==> src/design/hdle_pkg.sv <==
// Package for the HDLC descriptor list engine
package hdle_pkg;
  // Register offsets (word index == byte address / 4)
  localparam logic [7:0] REG_CTRL = 8'h00;
  localparam logic [7:0] REG_TX_HEAD = 8'h04;
  localparam logic [7:0] REG_RX_HEAD = 8'h08;
  localparam logic [7:0] REG_TX_CUR = 8'h0c;
  localparam logic [7:0] REG_RX_CUR = 8'h10;
  localparam logic [7:0] REG_STATUS = 8'h14;
  localparam logic [7:0] REG_TX_FILL = 8'h18;
  localparam logic [7:0] REG_GROUP_BASE = 8'h1c;
  // Control register fields
  localparam int CTRL_TX_EN = 0;
  localparam int CTRL_RX_EN = 1;
  localparam int CTRL_TRANSPARENT = 2;
  localparam int CTRL_WB_INHIBIT = 3;
  localparam int CTRL_TX_ACT = 8;
  localparam int CTRL_RX_ACT = 9;
  // Buffer descriptor fields
  localparam int BD_OWNER = 31;
  localparam int BD_NO_POLL = 30;
  localparam int BD_MSG_END = 29;
  localparam int BD_END_IRQ = 28;
  localparam int BD_IDLE_HI = 26;
  localparam int BD_IDLE_LO = 25;
  localparam int BD_FILL_EN = 24;
  localparam int BD_PAD_HI = 23;
  localparam int BD_PAD_LO = 16;
  localparam int BD_REPEAT = 15;
  localparam int BD_LEN_HI = 13;
  // Message descriptor word offsets and fixed current-pointer slots
  localparam logic [31:0] MD_DATA_OFS = 32'h0000_0004;
  localparam logic [31:0] MD_NEXT_OFS = 32'h0000_0008;
  localparam logic [31:0] CUR_TX_OFS = 32'h0000_0000;
  localparam logic [31:0] CUR_RX_OFS = 32'h0000_0004;
  // Fill octets
  localparam logic [7:0] FILL_FLAG = 8'h7e;
  localparam logic [7:0] FILL_ONES = 8'hff;
  localparam logic [7:0] FILL_ZERO = 8'h00;
  // Timing: poll interval and status write-back delay
  localparam int CLK_HZ = 25000000;
  localparam int POLL_US = 100;
  localparam int POLL_CYC = POLL_US * (CLK_HZ / 1000000);
  localparam int WB_FRAMES = 2;
  localparam int FRAME_US = 125;
  localparam int FRAME_CYC = FRAME_US * (CLK_HZ / 1000000);
  typedef enum logic [3:0] {
    ST_IDLE = 4'h0, ST_RD_BD = 4'h1, ST_WAIT_BD = 4'h2,
    ST_RD_DATA = 4'h3, ST_WAIT_DATA = 4'h4, ST_RD_NEXT = 4'h5,
    ST_WAIT_NEXT = 4'h6, ST_XFER = 4'h7, ST_WR_STAT = 4'h8,
    ST_WR_CUR = 4'h9, ST_POLL = 4'ha, ST_STOP = 4'hb, ST_WB_WAIT = 4'hc
  } hdle_state_t;
  typedef struct packed {
    logic req;
    logic we;
    logic [31:0] addr;
    logic [31:0] wdata;
  } hdle_mreq_t;
  typedef struct packed {
    logic [1:0] idle_fill_select;
    logic fill_insert_enable;
    logic [7:0] fill_octet_minimum;
    logic repeat_en;
    logic message_end_flag;
  } hdle_txfill_t;
endpackage : hdle_pkg

==> src/design/hdle_engine.sv <==
// HDLC descriptor list engine, one channel, transmit and receive lists
`timescale 1ns/1ps
// Summary of operation
// - Status write-back may lag event by two frames
// - List start is pointer 31:2 plus 00b
// - New list start restarts channel processing
// - Host may switch lists via new start
// - Current pointer kept at fixed base offset
// - Current pointer addresses buffer descriptor word
// - First word holds custody, poll, irq, length
// - Custody polarity decoded per direction
// - Transmit custody 1 means device owns buffer
// - Transparent transmit deactivates on host buffer
// - Poll periodically unless no-poll, then wait
// - Message end bit closes frame after buffer
// - End irq bit enables buffer end event
// - Idle fill select picks 7e, ff, 00
// - Fill fields honoured only with message end
// - No fill: single shared flag between messages
// - Fill enable: minimum fill octets from count
// - No indication of extra fill octets
// - Status word overwrites first descriptor word
// - Bits 13:0 give octets to transmit
// - Bit 15 enables repeated transmission
// - Receive custody 1 means host holds buffer
module hdle_engine
  import hdle_pkg::*;
(
  // Clock and reset
  input wire logic SYS_CLK,
  input wire logic RESETN,
  // Register port
  input wire logic [7:0] REG_ADDR,
  input wire logic [31:0] REG_WDATA,
  input wire logic REG_WR,
  input wire logic REG_RD,
  output logic [31:0] REG_RDATA,
  // Shared memory master
  output logic MEM_REQ,
  output logic MEM_WE,
  output logic [31:0] MEM_ADDR,
  output logic [31:0] MEM_WDATA,
  input wire logic MEM_ACK,
  input wire logic [31:0] MEM_RDATA,
  // Serial datapath side
  output logic [1:0] XFER_START,
  output logic [13:0] XFER_LEN,
  output logic [31:0] XFER_DATA_PTR,
  output hdle_txfill_t TX_FILL,
  input wire logic [1:0] XFER_DONE,
  input wire logic [13:0] XFER_COUNT,
  input wire logic FRAME_TICK,
  // Events
  output logic [1:0] BUFFER_END_EVENT,
  output logic [1:0] NO_BUFFER_EVENT
);
  logic [31:0] ctrl;
  logic [31:0] group_base;
  logic [31:0] head [2];
  logic [31:0] cur [2];
  logic [1:0] head_new;
  logic [31:0] bd;
  logic [31:0] data_ptr;
  logic [31:0] next_ptr;
  logic [13:0] done_count;
  logic dir;
  hdle_state_t state;
  logic [15:0] poll_cnt;
  logic [1:0] frames;
  logic [1:0] waiting;
  logic [1:0] active;
  logic [1:0] dev_owns;
  hdle_mreq_t mreq;
  logic [1:0] act_req;
  logic [1:0] stopped;
  logic [31:0] next_cur;

  assign act_req = {REG_WR && REG_ADDR == REG_CTRL && REG_WDATA[CTRL_RX_ACT],
    REG_WR && REG_ADDR == REG_CTRL && REG_WDATA[CTRL_TX_ACT]};

  // Register writes; new start pointers are forced word aligned
  always_ff @(posedge SYS_CLK or negedge RESETN) begin
    if (!RESETN) begin
      ctrl <= 32'h0;
      group_base <= 32'h0;
      head[0] <= 32'h0;
      head[1] <= 32'h0;
    end else if (REG_WR) begin
      unique case (REG_ADDR)
        REG_CTRL: ctrl <= {24'h0, REG_WDATA[7:0]};
        REG_TX_HEAD: head[0] <= {REG_WDATA[31:2], 2'b00};
        REG_RX_HEAD: head[1] <= {REG_WDATA[31:2], 2'b00};
        REG_GROUP_BASE: group_base <= {REG_WDATA[31:2], 2'b00};
        default: ;
      endcase
    end
  end

  // Pending list switch per direction, taken at the next buffer boundary
  always_ff @(posedge SYS_CLK or negedge RESETN) begin
    if (!RESETN) begin
      head_new <= 2'b00;
    end else begin
      for (int i = 0; i < 2; i++) begin
        if (REG_WR && REG_ADDR == (i == 0 ? REG_TX_HEAD : REG_RX_HEAD))
          head_new[i] <= 1'b1;
        else if (state == ST_RD_BD && dir == i[0])
          head_new[i] <= 1'b0;
      end
    end
  end

  // Read data one cycle after strobe
  always_ff @(posedge SYS_CLK or negedge RESETN) begin
    if (!RESETN) begin
      REG_RDATA <= 32'h0;
    end else if (REG_RD) begin
      unique case (REG_ADDR)
        REG_CTRL: REG_RDATA <= ctrl;
        REG_TX_HEAD: REG_RDATA <= head[0];
        REG_RX_HEAD: REG_RDATA <= head[1];
        REG_TX_CUR: REG_RDATA <= cur[0];
        REG_RX_CUR: REG_RDATA <= cur[1];
        REG_STATUS: REG_RDATA <= {22'h0, stopped, waiting, active,
          state};
        REG_TX_FILL: REG_RDATA <= {19'h0, TX_FILL};
        REG_GROUP_BASE: REG_RDATA <= group_base;
        default: REG_RDATA <= 32'h0;
      endcase
    end else begin
      REG_RDATA <= 32'h0;
    end
  end

  // Custody sense differs by direction
  assign dev_owns[0] = MEM_RDATA[BD_OWNER];
  assign dev_owns[1] = !MEM_RDATA[BD_OWNER];
  assign active = {ctrl[CTRL_RX_EN], ctrl[CTRL_TX_EN]};

  // Per-direction wait and stop flags
  always_ff @(posedge SYS_CLK or negedge RESETN) begin
    if (!RESETN) begin
      waiting <= 2'b00;
      stopped <= 2'b00;
    end else begin
      for (int i = 0; i < 2; i++) begin
        if (act_req[i] || head_new[i]) begin
          waiting[i] <= 1'b0;
          stopped[i] <= 1'b0;
        end else if (state == ST_WAIT_BD && MEM_ACK && dir == i[0] &&
            !dev_owns[i]) begin
          if (i == 0 && ctrl[CTRL_TRANSPARENT])
            stopped[i] <= 1'b1;
          else if (MEM_RDATA[BD_NO_POLL])
            waiting[i] <= 1'b1;
        end
      end
    end
  end

  // Memory request drive
  always_comb begin
    mreq = '0;
    unique case (state)
      // Request held through the wait state until acknowledged
      ST_RD_BD: mreq = '{1'b1, 1'b0, head_new[dir] ? head[dir] : cur[dir],
        32'h0};
      ST_WAIT_BD: mreq = '{1'b1, 1'b0, cur[dir], 32'h0};
      ST_RD_DATA, ST_WAIT_DATA:
        mreq = '{1'b1, 1'b0, cur[dir] + MD_DATA_OFS, 32'h0};
      ST_RD_NEXT, ST_WAIT_NEXT:
        mreq = '{1'b1, 1'b0, cur[dir] + MD_NEXT_OFS, 32'h0};
      // Status word returns custody, keeps transmit message end, writes transferred count
      ST_WR_STAT: mreq = '{1'b1, 1'b1, cur[dir],
        {dir, 1'b0, bd[BD_MSG_END] & !dir, 15'h0, done_count}};
      // Mirror names the descriptor serviced next
      ST_WR_CUR: mreq = '{1'b1, 1'b1,
        group_base + (dir ? CUR_RX_OFS : CUR_TX_OFS), next_cur};
      default: mreq = '0;
    endcase
  end
  assign MEM_REQ = mreq.req;
  assign MEM_WE = mreq.we;
  assign MEM_ADDR = mreq.addr;
  assign MEM_WDATA = mreq.wdata;
  // Repeat keeps the same descriptor; only with message end
  assign next_cur = (!dir && bd[BD_MSG_END] && bd[BD_REPEAT]) ? cur[dir] :
    next_ptr;

  // Descriptor walk shared between directions
  always_ff @(posedge SYS_CLK or negedge RESETN) begin
    if (!RESETN) begin
      state <= ST_IDLE;
      dir <= 1'b0;
      bd <= 32'h0;
      data_ptr <= 32'h0;
      next_ptr <= 32'h0;
      done_count <= 14'h0;
      poll_cnt <= 16'h0;
      frames <= 2'h0;
      cur[0] <= 32'h0;
      cur[1] <= 32'h0;
    end else begin
      unique case (state)
        ST_IDLE: begin
          // Alternate directions so neither list starves
          if (active[!dir] && !waiting[!dir] && !stopped[!dir]) begin
            dir <= !dir;
            state <= ST_RD_BD;
          end else if (active[dir] && !waiting[dir] && !stopped[dir])
            state <= ST_RD_BD;
        end
        ST_RD_BD: begin
          if (head_new[dir])
            cur[dir] <= head[dir];
          state <= ST_WAIT_BD;
        end
        ST_WAIT_BD: if (MEM_ACK) begin
          bd <= MEM_RDATA;
          if (dev_owns[dir])
            state <= ST_RD_DATA;
          else if (!MEM_RDATA[BD_NO_POLL] &&
              !(dir == 1'b0 && ctrl[CTRL_TRANSPARENT])) begin
            poll_cnt <= 16'(POLL_CYC);
            state <= ST_POLL;
          end else
            state <= ST_IDLE;
        end
        ST_POLL: begin
          if (head_new[dir] || act_req[dir])
            state <= ST_RD_BD;
          // Leave room for the other list; a disabled list stops polling
          else if (!active[dir] ||
              (active[!dir] && !waiting[!dir] && !stopped[!dir]))
            state <= ST_IDLE;
          else if (poll_cnt == 16'h0)
            state <= ST_RD_BD;
          else
            poll_cnt <= poll_cnt - 16'h1;
        end
        ST_RD_DATA: state <= ST_WAIT_DATA;
        ST_WAIT_DATA: if (MEM_ACK) begin
          data_ptr <= MEM_RDATA;
          state <= ST_RD_NEXT;
        end
        ST_RD_NEXT: state <= ST_WAIT_NEXT;
        ST_WAIT_NEXT: if (MEM_ACK) begin
          next_ptr <= {MEM_RDATA[31:2], 2'b00};
          state <= ST_XFER;
        end
        ST_XFER: if (XFER_DONE[dir]) begin
          done_count <= XFER_COUNT;
          frames <= 2'h0;
          state <= ctrl[CTRL_WB_INHIBIT] ? ST_WR_CUR : ST_WB_WAIT;
        end
        // Write-back held within two frames of the buffer end event
        ST_WB_WAIT: begin
          if (frames == 2'(WB_FRAMES) - 2'h1 || !FRAME_TICK)
            state <= ST_WR_STAT;
          else
            frames <= frames + 2'h1;
        end
        ST_WR_STAT: if (MEM_ACK) state <= ST_WR_CUR;
        ST_WR_CUR: if (MEM_ACK) begin
          cur[dir] <= next_cur;
          state <= ST_IDLE;
        end
        default: state <= ST_IDLE;
      endcase
    end
  end

  // Transfer start and buffer end event pulses
  always_ff @(posedge SYS_CLK or negedge RESETN) begin
    if (!RESETN) begin
      XFER_START <= 2'b00;
      XFER_LEN <= 14'h0;
      XFER_DATA_PTR <= 32'h0;
      BUFFER_END_EVENT <= 2'b00;
      NO_BUFFER_EVENT <= 2'b00;
    end else begin
      XFER_START <= 2'b00;
      BUFFER_END_EVENT <= 2'b00;
      NO_BUFFER_EVENT <= 2'b00;
      if (state == ST_WAIT_NEXT && MEM_ACK) begin
        XFER_START[dir] <= 1'b1;
        XFER_LEN <= bd[BD_LEN_HI:0];
        XFER_DATA_PTR <= data_ptr;
      end
      if (state == ST_XFER && XFER_DONE[dir])
        BUFFER_END_EVENT[dir] <= bd[BD_END_IRQ];
      if (state == ST_WAIT_BD && MEM_ACK && !dev_owns[dir])
        NO_BUFFER_EVENT[dir] <= 1'b1;
    end
  end

  // Fill fields latched from a message-ending transmit descriptor, cleared for other transmit descriptors
  always_ff @(posedge SYS_CLK or negedge RESETN) begin
    if (!RESETN) begin
      TX_FILL <= '0;
    end else if (state == ST_WAIT_DATA && dir == 1'b0) begin
      TX_FILL.message_end_flag <= bd[BD_MSG_END];
      if (bd[BD_MSG_END]) begin
        TX_FILL.idle_fill_select <= bd[BD_IDLE_HI:BD_IDLE_LO];
        TX_FILL.fill_insert_enable <= bd[BD_FILL_EN];
        TX_FILL.fill_octet_minimum <= bd[BD_PAD_HI:BD_PAD_LO];
        TX_FILL.repeat_en <= bd[BD_REPEAT];
      end else begin
        TX_FILL.idle_fill_select <= 2'b00;
        TX_FILL.fill_insert_enable <= 1'b0;
        TX_FILL.fill_octet_minimum <= 8'h0;
        TX_FILL.repeat_en <= 1'b0;
      end
    end
  end
  // Extra fill beyond the minimum is not reported anywhere
endmodule : hdle_engine

==> config.mk <==
export PLATFORM = sky130hd
export DESIGN_NAME = hdle_engine
export DESIGN_NICKNAME = d
export VERILOG_FILES = /design/src/design/hdle_pkg.sv /design/src/design/hdle_engine.sv
export SDC_FILE = /design/constraint.sdc
export NUM_CORES = 1
export LEC_CHECK = 0
export ABC_AREA = 1
export BUFFER_PORTS_ARGS = -buffer_cell sky130_fd_sc_hd__clkbuf_2
export CAP_MARGIN = 20
export CORE_ASPECT_RATIO = 0.5
export CORE_MARGIN = 8
export CORE_UTILIZATION = 35
export CTS_BUF_LIST = sky130_fd_sc_hd__clkbuf_4 sky130_fd_sc_hd__clkbuf_8 sky130_fd_sc_hd__clkbuf_16
export DETAILED_ROUTE_END_ITERATION = 6
export PLACE_DENSITY_LB_ADDON = 0.15
export SETUP_SLACK_MARGIN = 0.3
export SYNTH_ARGS = -nofsm -noshare
export SYNTH_HDL_FRONTEND = slang
export SYNTH_SLANG_ARGS = --single-unit
==> constraint.sdc <==
create_clock -name SYS_CLK -period 2.6 [get_ports SYS_CLK]
set_clock_uncertainty 0.2 [all_clocks]
set_input_delay 0.39 -clock SYS_CLK [delete_from_list [all_inputs] [get_ports SYS_CLK]]
set_output_delay 0.39 -clock SYS_CLK [all_outputs]
set_load 0.05 [all_outputs]
; Word level (Yosys, flattened, before mapping)
; Index checks and enable logic that the tools add are counted.
[classes]
n_reduce_logical = 73
addsub = 5
n_bitwise = 4
mux = 84
magnitude_cmp = 5
n_eq_ne = 36
[op_table]
columns = operator, count
row1 = $pmux W66 S6, 1
row2 = $mux W32, 10
row3 = $pmux W32 S8, 1
row4 = $bwmux W64, 2
row5 = $mux W64, 2
row6 = $pmux W64 S2, 1
row7 = $mux W16, 6
row8 = $mux W4, 14
row9 = $pmux W4 S12, 1
row10 = $mux W1, 34
row11 = $add A32 B3 Y32, 1
row12 = $add A32 B3 Y32 const B, 1
row13 = $add A32 B4 Y32 const B, 1
row14 = $demux W32 S1, 1
row15 = $eq A8 B5 Y1 const B, 4
row16 = $pmux W16 S2, 1
row17 = $logic_and A1 B1 Y1, 26
row18 = $ne A2 B2 Y1 const B, 13
row19 = $reduce_and A2 Y1, 11
row20 = $reduce_bool A2 Y1, 10
row21 = $eq A4 B3 Y1 const B, 4
row22 = $eq A4 B4 Y1 const B, 4
row23 = $eq A8 B4 Y1 const B, 2
row24 = $logic_not A16 Y1, 1
row25 = 30 further kinds, 55
[word_totals]
regBits = 393
wordCells = 237
in_bits = 94

; Logic depth before layout (Yosys ltp)
[depth]
depth_word = 10
depth_mapped = 15
ltp_nobuf = 14

; Worst setup path before layout
; OpenSTA, ideal clock, no wires.
[synth_timing]
path_type = reg2out
from = register dir
to = output port MEM_ADDR[9]
slack_ns = -0.276
arrival_time_ns = 2.286
path_stages_with_launch = 13
path_cell_list = dfrtp_1 > buf_6 > buf_8 > o21ai_2 > inv_1 > ha_1 > nand3_1 > nor2_4 > a21oi_1 > nor2_1 > nor2_1 > nor2_1 > o21ai_1
[synth_via]
elab_chain_cells = 6
word_cells_on_any_way = 15
cone_classes = add/sub: 3 / mux: 11 / bitwise: 1
[synth_lines]
columns = element, line_no
row1 = start: declaration, hdle_engine.sv:66  ; logic dir;
row2 = start signal: assignment, hdle_engine.sv:208  ; dir <= !dir;
row3 = $not A1 Y2 (implied by the code), n/a
row4 = $mux W32 (on tied branches) (3 in series), n/a
row5 = $add A32 B4 Y32 (tied with other cells), hdle_engine.sv:172  ; mreq = '{1'b1, 1'b0, cur[dir] + MD_NEXT_OFS, 32'h0};
row6 = $pmux W66 S6 (*), hdle_engine.sv:164  ; unique case (state)
row7 = end: declaration, hdle_engine.sv:41  ; output logic [31:0] MEM_ADDR,
; Mark *: on every way between the ends. The rest lies on a longest branch, timed or not. The select of a mux whose other input is x is not followed.

; Worst setup path after layout
[layout_timing]
from = register dir
to = output port MEM_ADDR[13]
; The elaborated chain is that of the path after synthesis.

==> reports/qor.yml <==
initialDrtViolationCount: 2202
setup_ws_ns: -0.8653
final_area_um2: 30640
crit_path_max_fanout: 7
drive_gt1_frac: 0.3522
period_share: 1.333
synth_edf_count: 0
drc: 0
clk_pin_slew_worst_paths_ns: 0.07
grtUsageTotal: 0.2638
cap_violations: 0
synthDistinctLibCells: 48
power_w: 0.03667
synth_area_um2: 20460
grt_setup_unrepaired: "yes"
hold_class: "in2reg"
antenna_found_initial: 1
yosysSeqAreaShare: 0.4781
clkLatencyLatePin_ns: 0.59
min_period_ns: 3.465
path_buf_inv: 4
finalHoldViolCount: 0
fp.dieW_um: 358.0
cp-start-kind: "flip-flop"
core_um2: 57560
drv_slew: 0
fp.dieH_um: 187.0
cts_tree: "done"
slowest_stage: "dfrtp_4"
postSynthCellCount: 2589
root_buffer: "clkbuf_16"
synth-seq-cells: 391
row_count: 62
r2r_slack_ns: -0.08
antenna_left: 0
first_global_vias: 21000
fmax_mhz: 288.6
start_util: 0.3555
area_delta_synth_final_pct: 49.74
gp_congestion: 1.012
setup_viol_count_final: 75
dieArea_um2: 66930
end_kind: "primary output"
synth_nets: 2690
violations: "setup timing"
worst_pin_slew_ns: 0.6080
vdd_drop_max_mv: 0.7556
drt-total-wl_um: 90360
synth_ff_type: "dfrtp_1"
final_nets: 3394
slowest_delay_ns: 0.50
cts.path.max_buffers: 3
cts_buffers: 39
io_buffers: 256
avgViaCountPerCell: 5.196
leakage_nw: 14.74
cp_data_arrival_time_ns: 2.88
hpwl_um: 67880
firstDrtPassIters: 5
grt_max_degree: 65
cp.required_ns: 2.01
dr_total_vias: 21250
numClockSinks: 391
fin_setup_tns_ns: -43.70
crit_family: "simple AND/OR/NAND/NOR gates"
max_slew_margin: 0.5947
post-route-util: 0.5324
grt_overflow: 0
cp_cell_sequence: "buf_8 -> ha_4 -> nand2_4 -> nor2_4 -> buf_6 -> nand3b_1 -> nor2_2 -> buf_12 -> a21oi_2 -> o21ai_1 -> nand4_1 -> buf_12"
status: "finished, violations left"
power-per-cell-area_nw_per_um2: 1197
crit_top_cell: "buf_12"
dpl_cell_area_um2: 26480
place_ws_ns: -0.3399
critical_path_class: "reg2out"
ys_warn_count: 0
antennaDiodeCount: 0
ios: 257
cts.htree.levels: 2
grt_pass1_wl_um: 135100
wire_per_inst_um: 22.09
synthArstFlopShare: 1.000
synth.avg_cell_area_um2: 7.904
==> per-stage QoR <==
stage	hold slack [ns]	cells
after floorplan	-0.1056	2589
after global placement	0.1808	3867
after detailed placement	0.1776	3867
after CTS	0.009724	4061
after global routing	0.04829	4090
final	0.04231	4090
==> cell families after synthesis <==
logic type               Yosys count  synth area share
flip-flops                       391            0.4781
AND/OR/NAND/NOR                 1054            0.2205
XOR/XNOR                          10          0.004280
multiplexers                      61           0.03350
buffers and inverters            414           0.08193
AO/OA/AOI/OAI                    652            0.1774
adder cells (fa/ha/maj)            7          0.004280
==> cell type report <==
class	instances	area (um^2)
clock buffers	50	1096
clock inverters	20	307.8
fillers	5432	26920
inverters	292	1126
multi-input cells	1784	10390
flip-flops and latches	391	9793
well taps	768	960.9
repair buffers	784	6968
repair inverters	1	3.754
==> report_power, final <==
part / switching, W / total, W / internal, W
combinational: 0.0125 / 0.0211 / 0.00857
clock: 0.00263 / 0.00633 / 0.00371
sequential: 0.00133 / 0.00924 / 0.00791
==> flip-flops by register name (all words and copies together), names as in the netlist <==
register and cells:
BUFFER_END_EVENT 2, NO_BUFFER_EVENT 2, REG_RDATA 32, TX_FILL 13
XFER_DATA_PTR 32, XFER_LEN 14, XFER_START 2, bd 28
ctrl 8, cur 64, data_ptr 32, dir 1
done_count 14, frames 2, group_base 30, head 60
head_new 2, next_ptr 30, poll_cnt 16, state 4
stopped 1, waiting 2
==> path summary, 6_finish.rpt <==
path | startpoint | end | cells after the start
setup / recovery | dir | MEM_ADDR[13] | 12
hold / removal | REG_WDATA[4] | group_base[4] | 3
setup reg to reg | dir | cur[16] | 13
hold reg to reg | next_ptr[28] | next_ptr[28] | 2
max in group asynchronous | RESETN | BUFFER_END_EVENT[0] | 3
min in group asynchronous | RESETN | cur[45] | 2
==> placed cells by master, fill, tap and decap left out, types with 22 or more instances in the layout <==
cell type      instances
nand4_1               24
nand2_2               52
nor2_2                22
nand2_1              567
inv_1                257
a211oi_1              52
dlygate4sd3_1         76
nand2_4               33
buf_12                80
buf_6                 42
a21oi_1              106
mux2_2                60
dfrtp_1              386
o22ai_1               52
o21ai_2               35
o21ai_1               45
clkbuf_2             189
nor2_4                33
buf_4                371
clkbuf_16             41
inv_2                 28
nand3_1               72
nor2_1               160
o21ai_0              274
==> worst register-to-register path, cell delays in order, from the launching register on <==
cell,delay [ns]
dfrtp_4,0.54
inv_2,0.16
buf_4,0.18
nand2_1,0.11
nor2_4,0.16
buf_12,0.18
buf_12,0.14
inv_1,0.08
buf_4,0.14
nor2_1,0.11
nor2_2,0.09
buf_4,0.18
a211oi_1,0.22
a21oi_1,0.06
==> Yosys cell counts, types with 6 or more instances <==
cell type	number	share of area
dfrtp_1	391	0.48
ha_1	7	0.0043
o21ai_2	14	0.0060
nand3_1	107	0.026
nand3b_1	6	0.0022
or2_2	12	0.0037
o21ai_1	39	0.0095
nand2_1	627	0.12
xor2_1	9	0.0039
nor2_1	189	0.035
clkbuf_1	69	0.013
a211oi_1	54	0.020
nor2_2	17	0.0052
o21ai_0	314	0.077
o22ai_1	53	0.016
mux2_2	60	0.033
inv_1	269	0.049
inv_2	23	0.0042
nand4_1	24	0.0073
o21a_1	9	0.0033
buf_2	38	0.0093
nand2_2	15	0.0046
nand2_4	11	0.0061
nor3_1	27	0.0066
a21oi_1	136	0.033
o211ai_1	14	0.0051
nor2_4	9	0.0050
==> layer usage <==
layer	routed length (um)	GRT usage	up-vias	share of wire
met2	37910	0.3825	837	0.42
li1	-	-	9974	-
met1	41850	0.3899	10290	0.46
met4	2342	0.06583	2	0.026
met5	8	0	-	0.000089
met3	8244	0.06410	148	0.091
==> what timing repair did <==
item / CTS / global route
buffers inserted: 44 / 28
endpoints found under the setup margin: 191 / 232
cloned: 4 / 1
pin swaps: 61 / 34
hold buffers: 76 / 0
hold endpoints to repair: 359 / 0
resized for setup: 255 / 105
No activity file was read; power rests on OpenSTA's default activity.
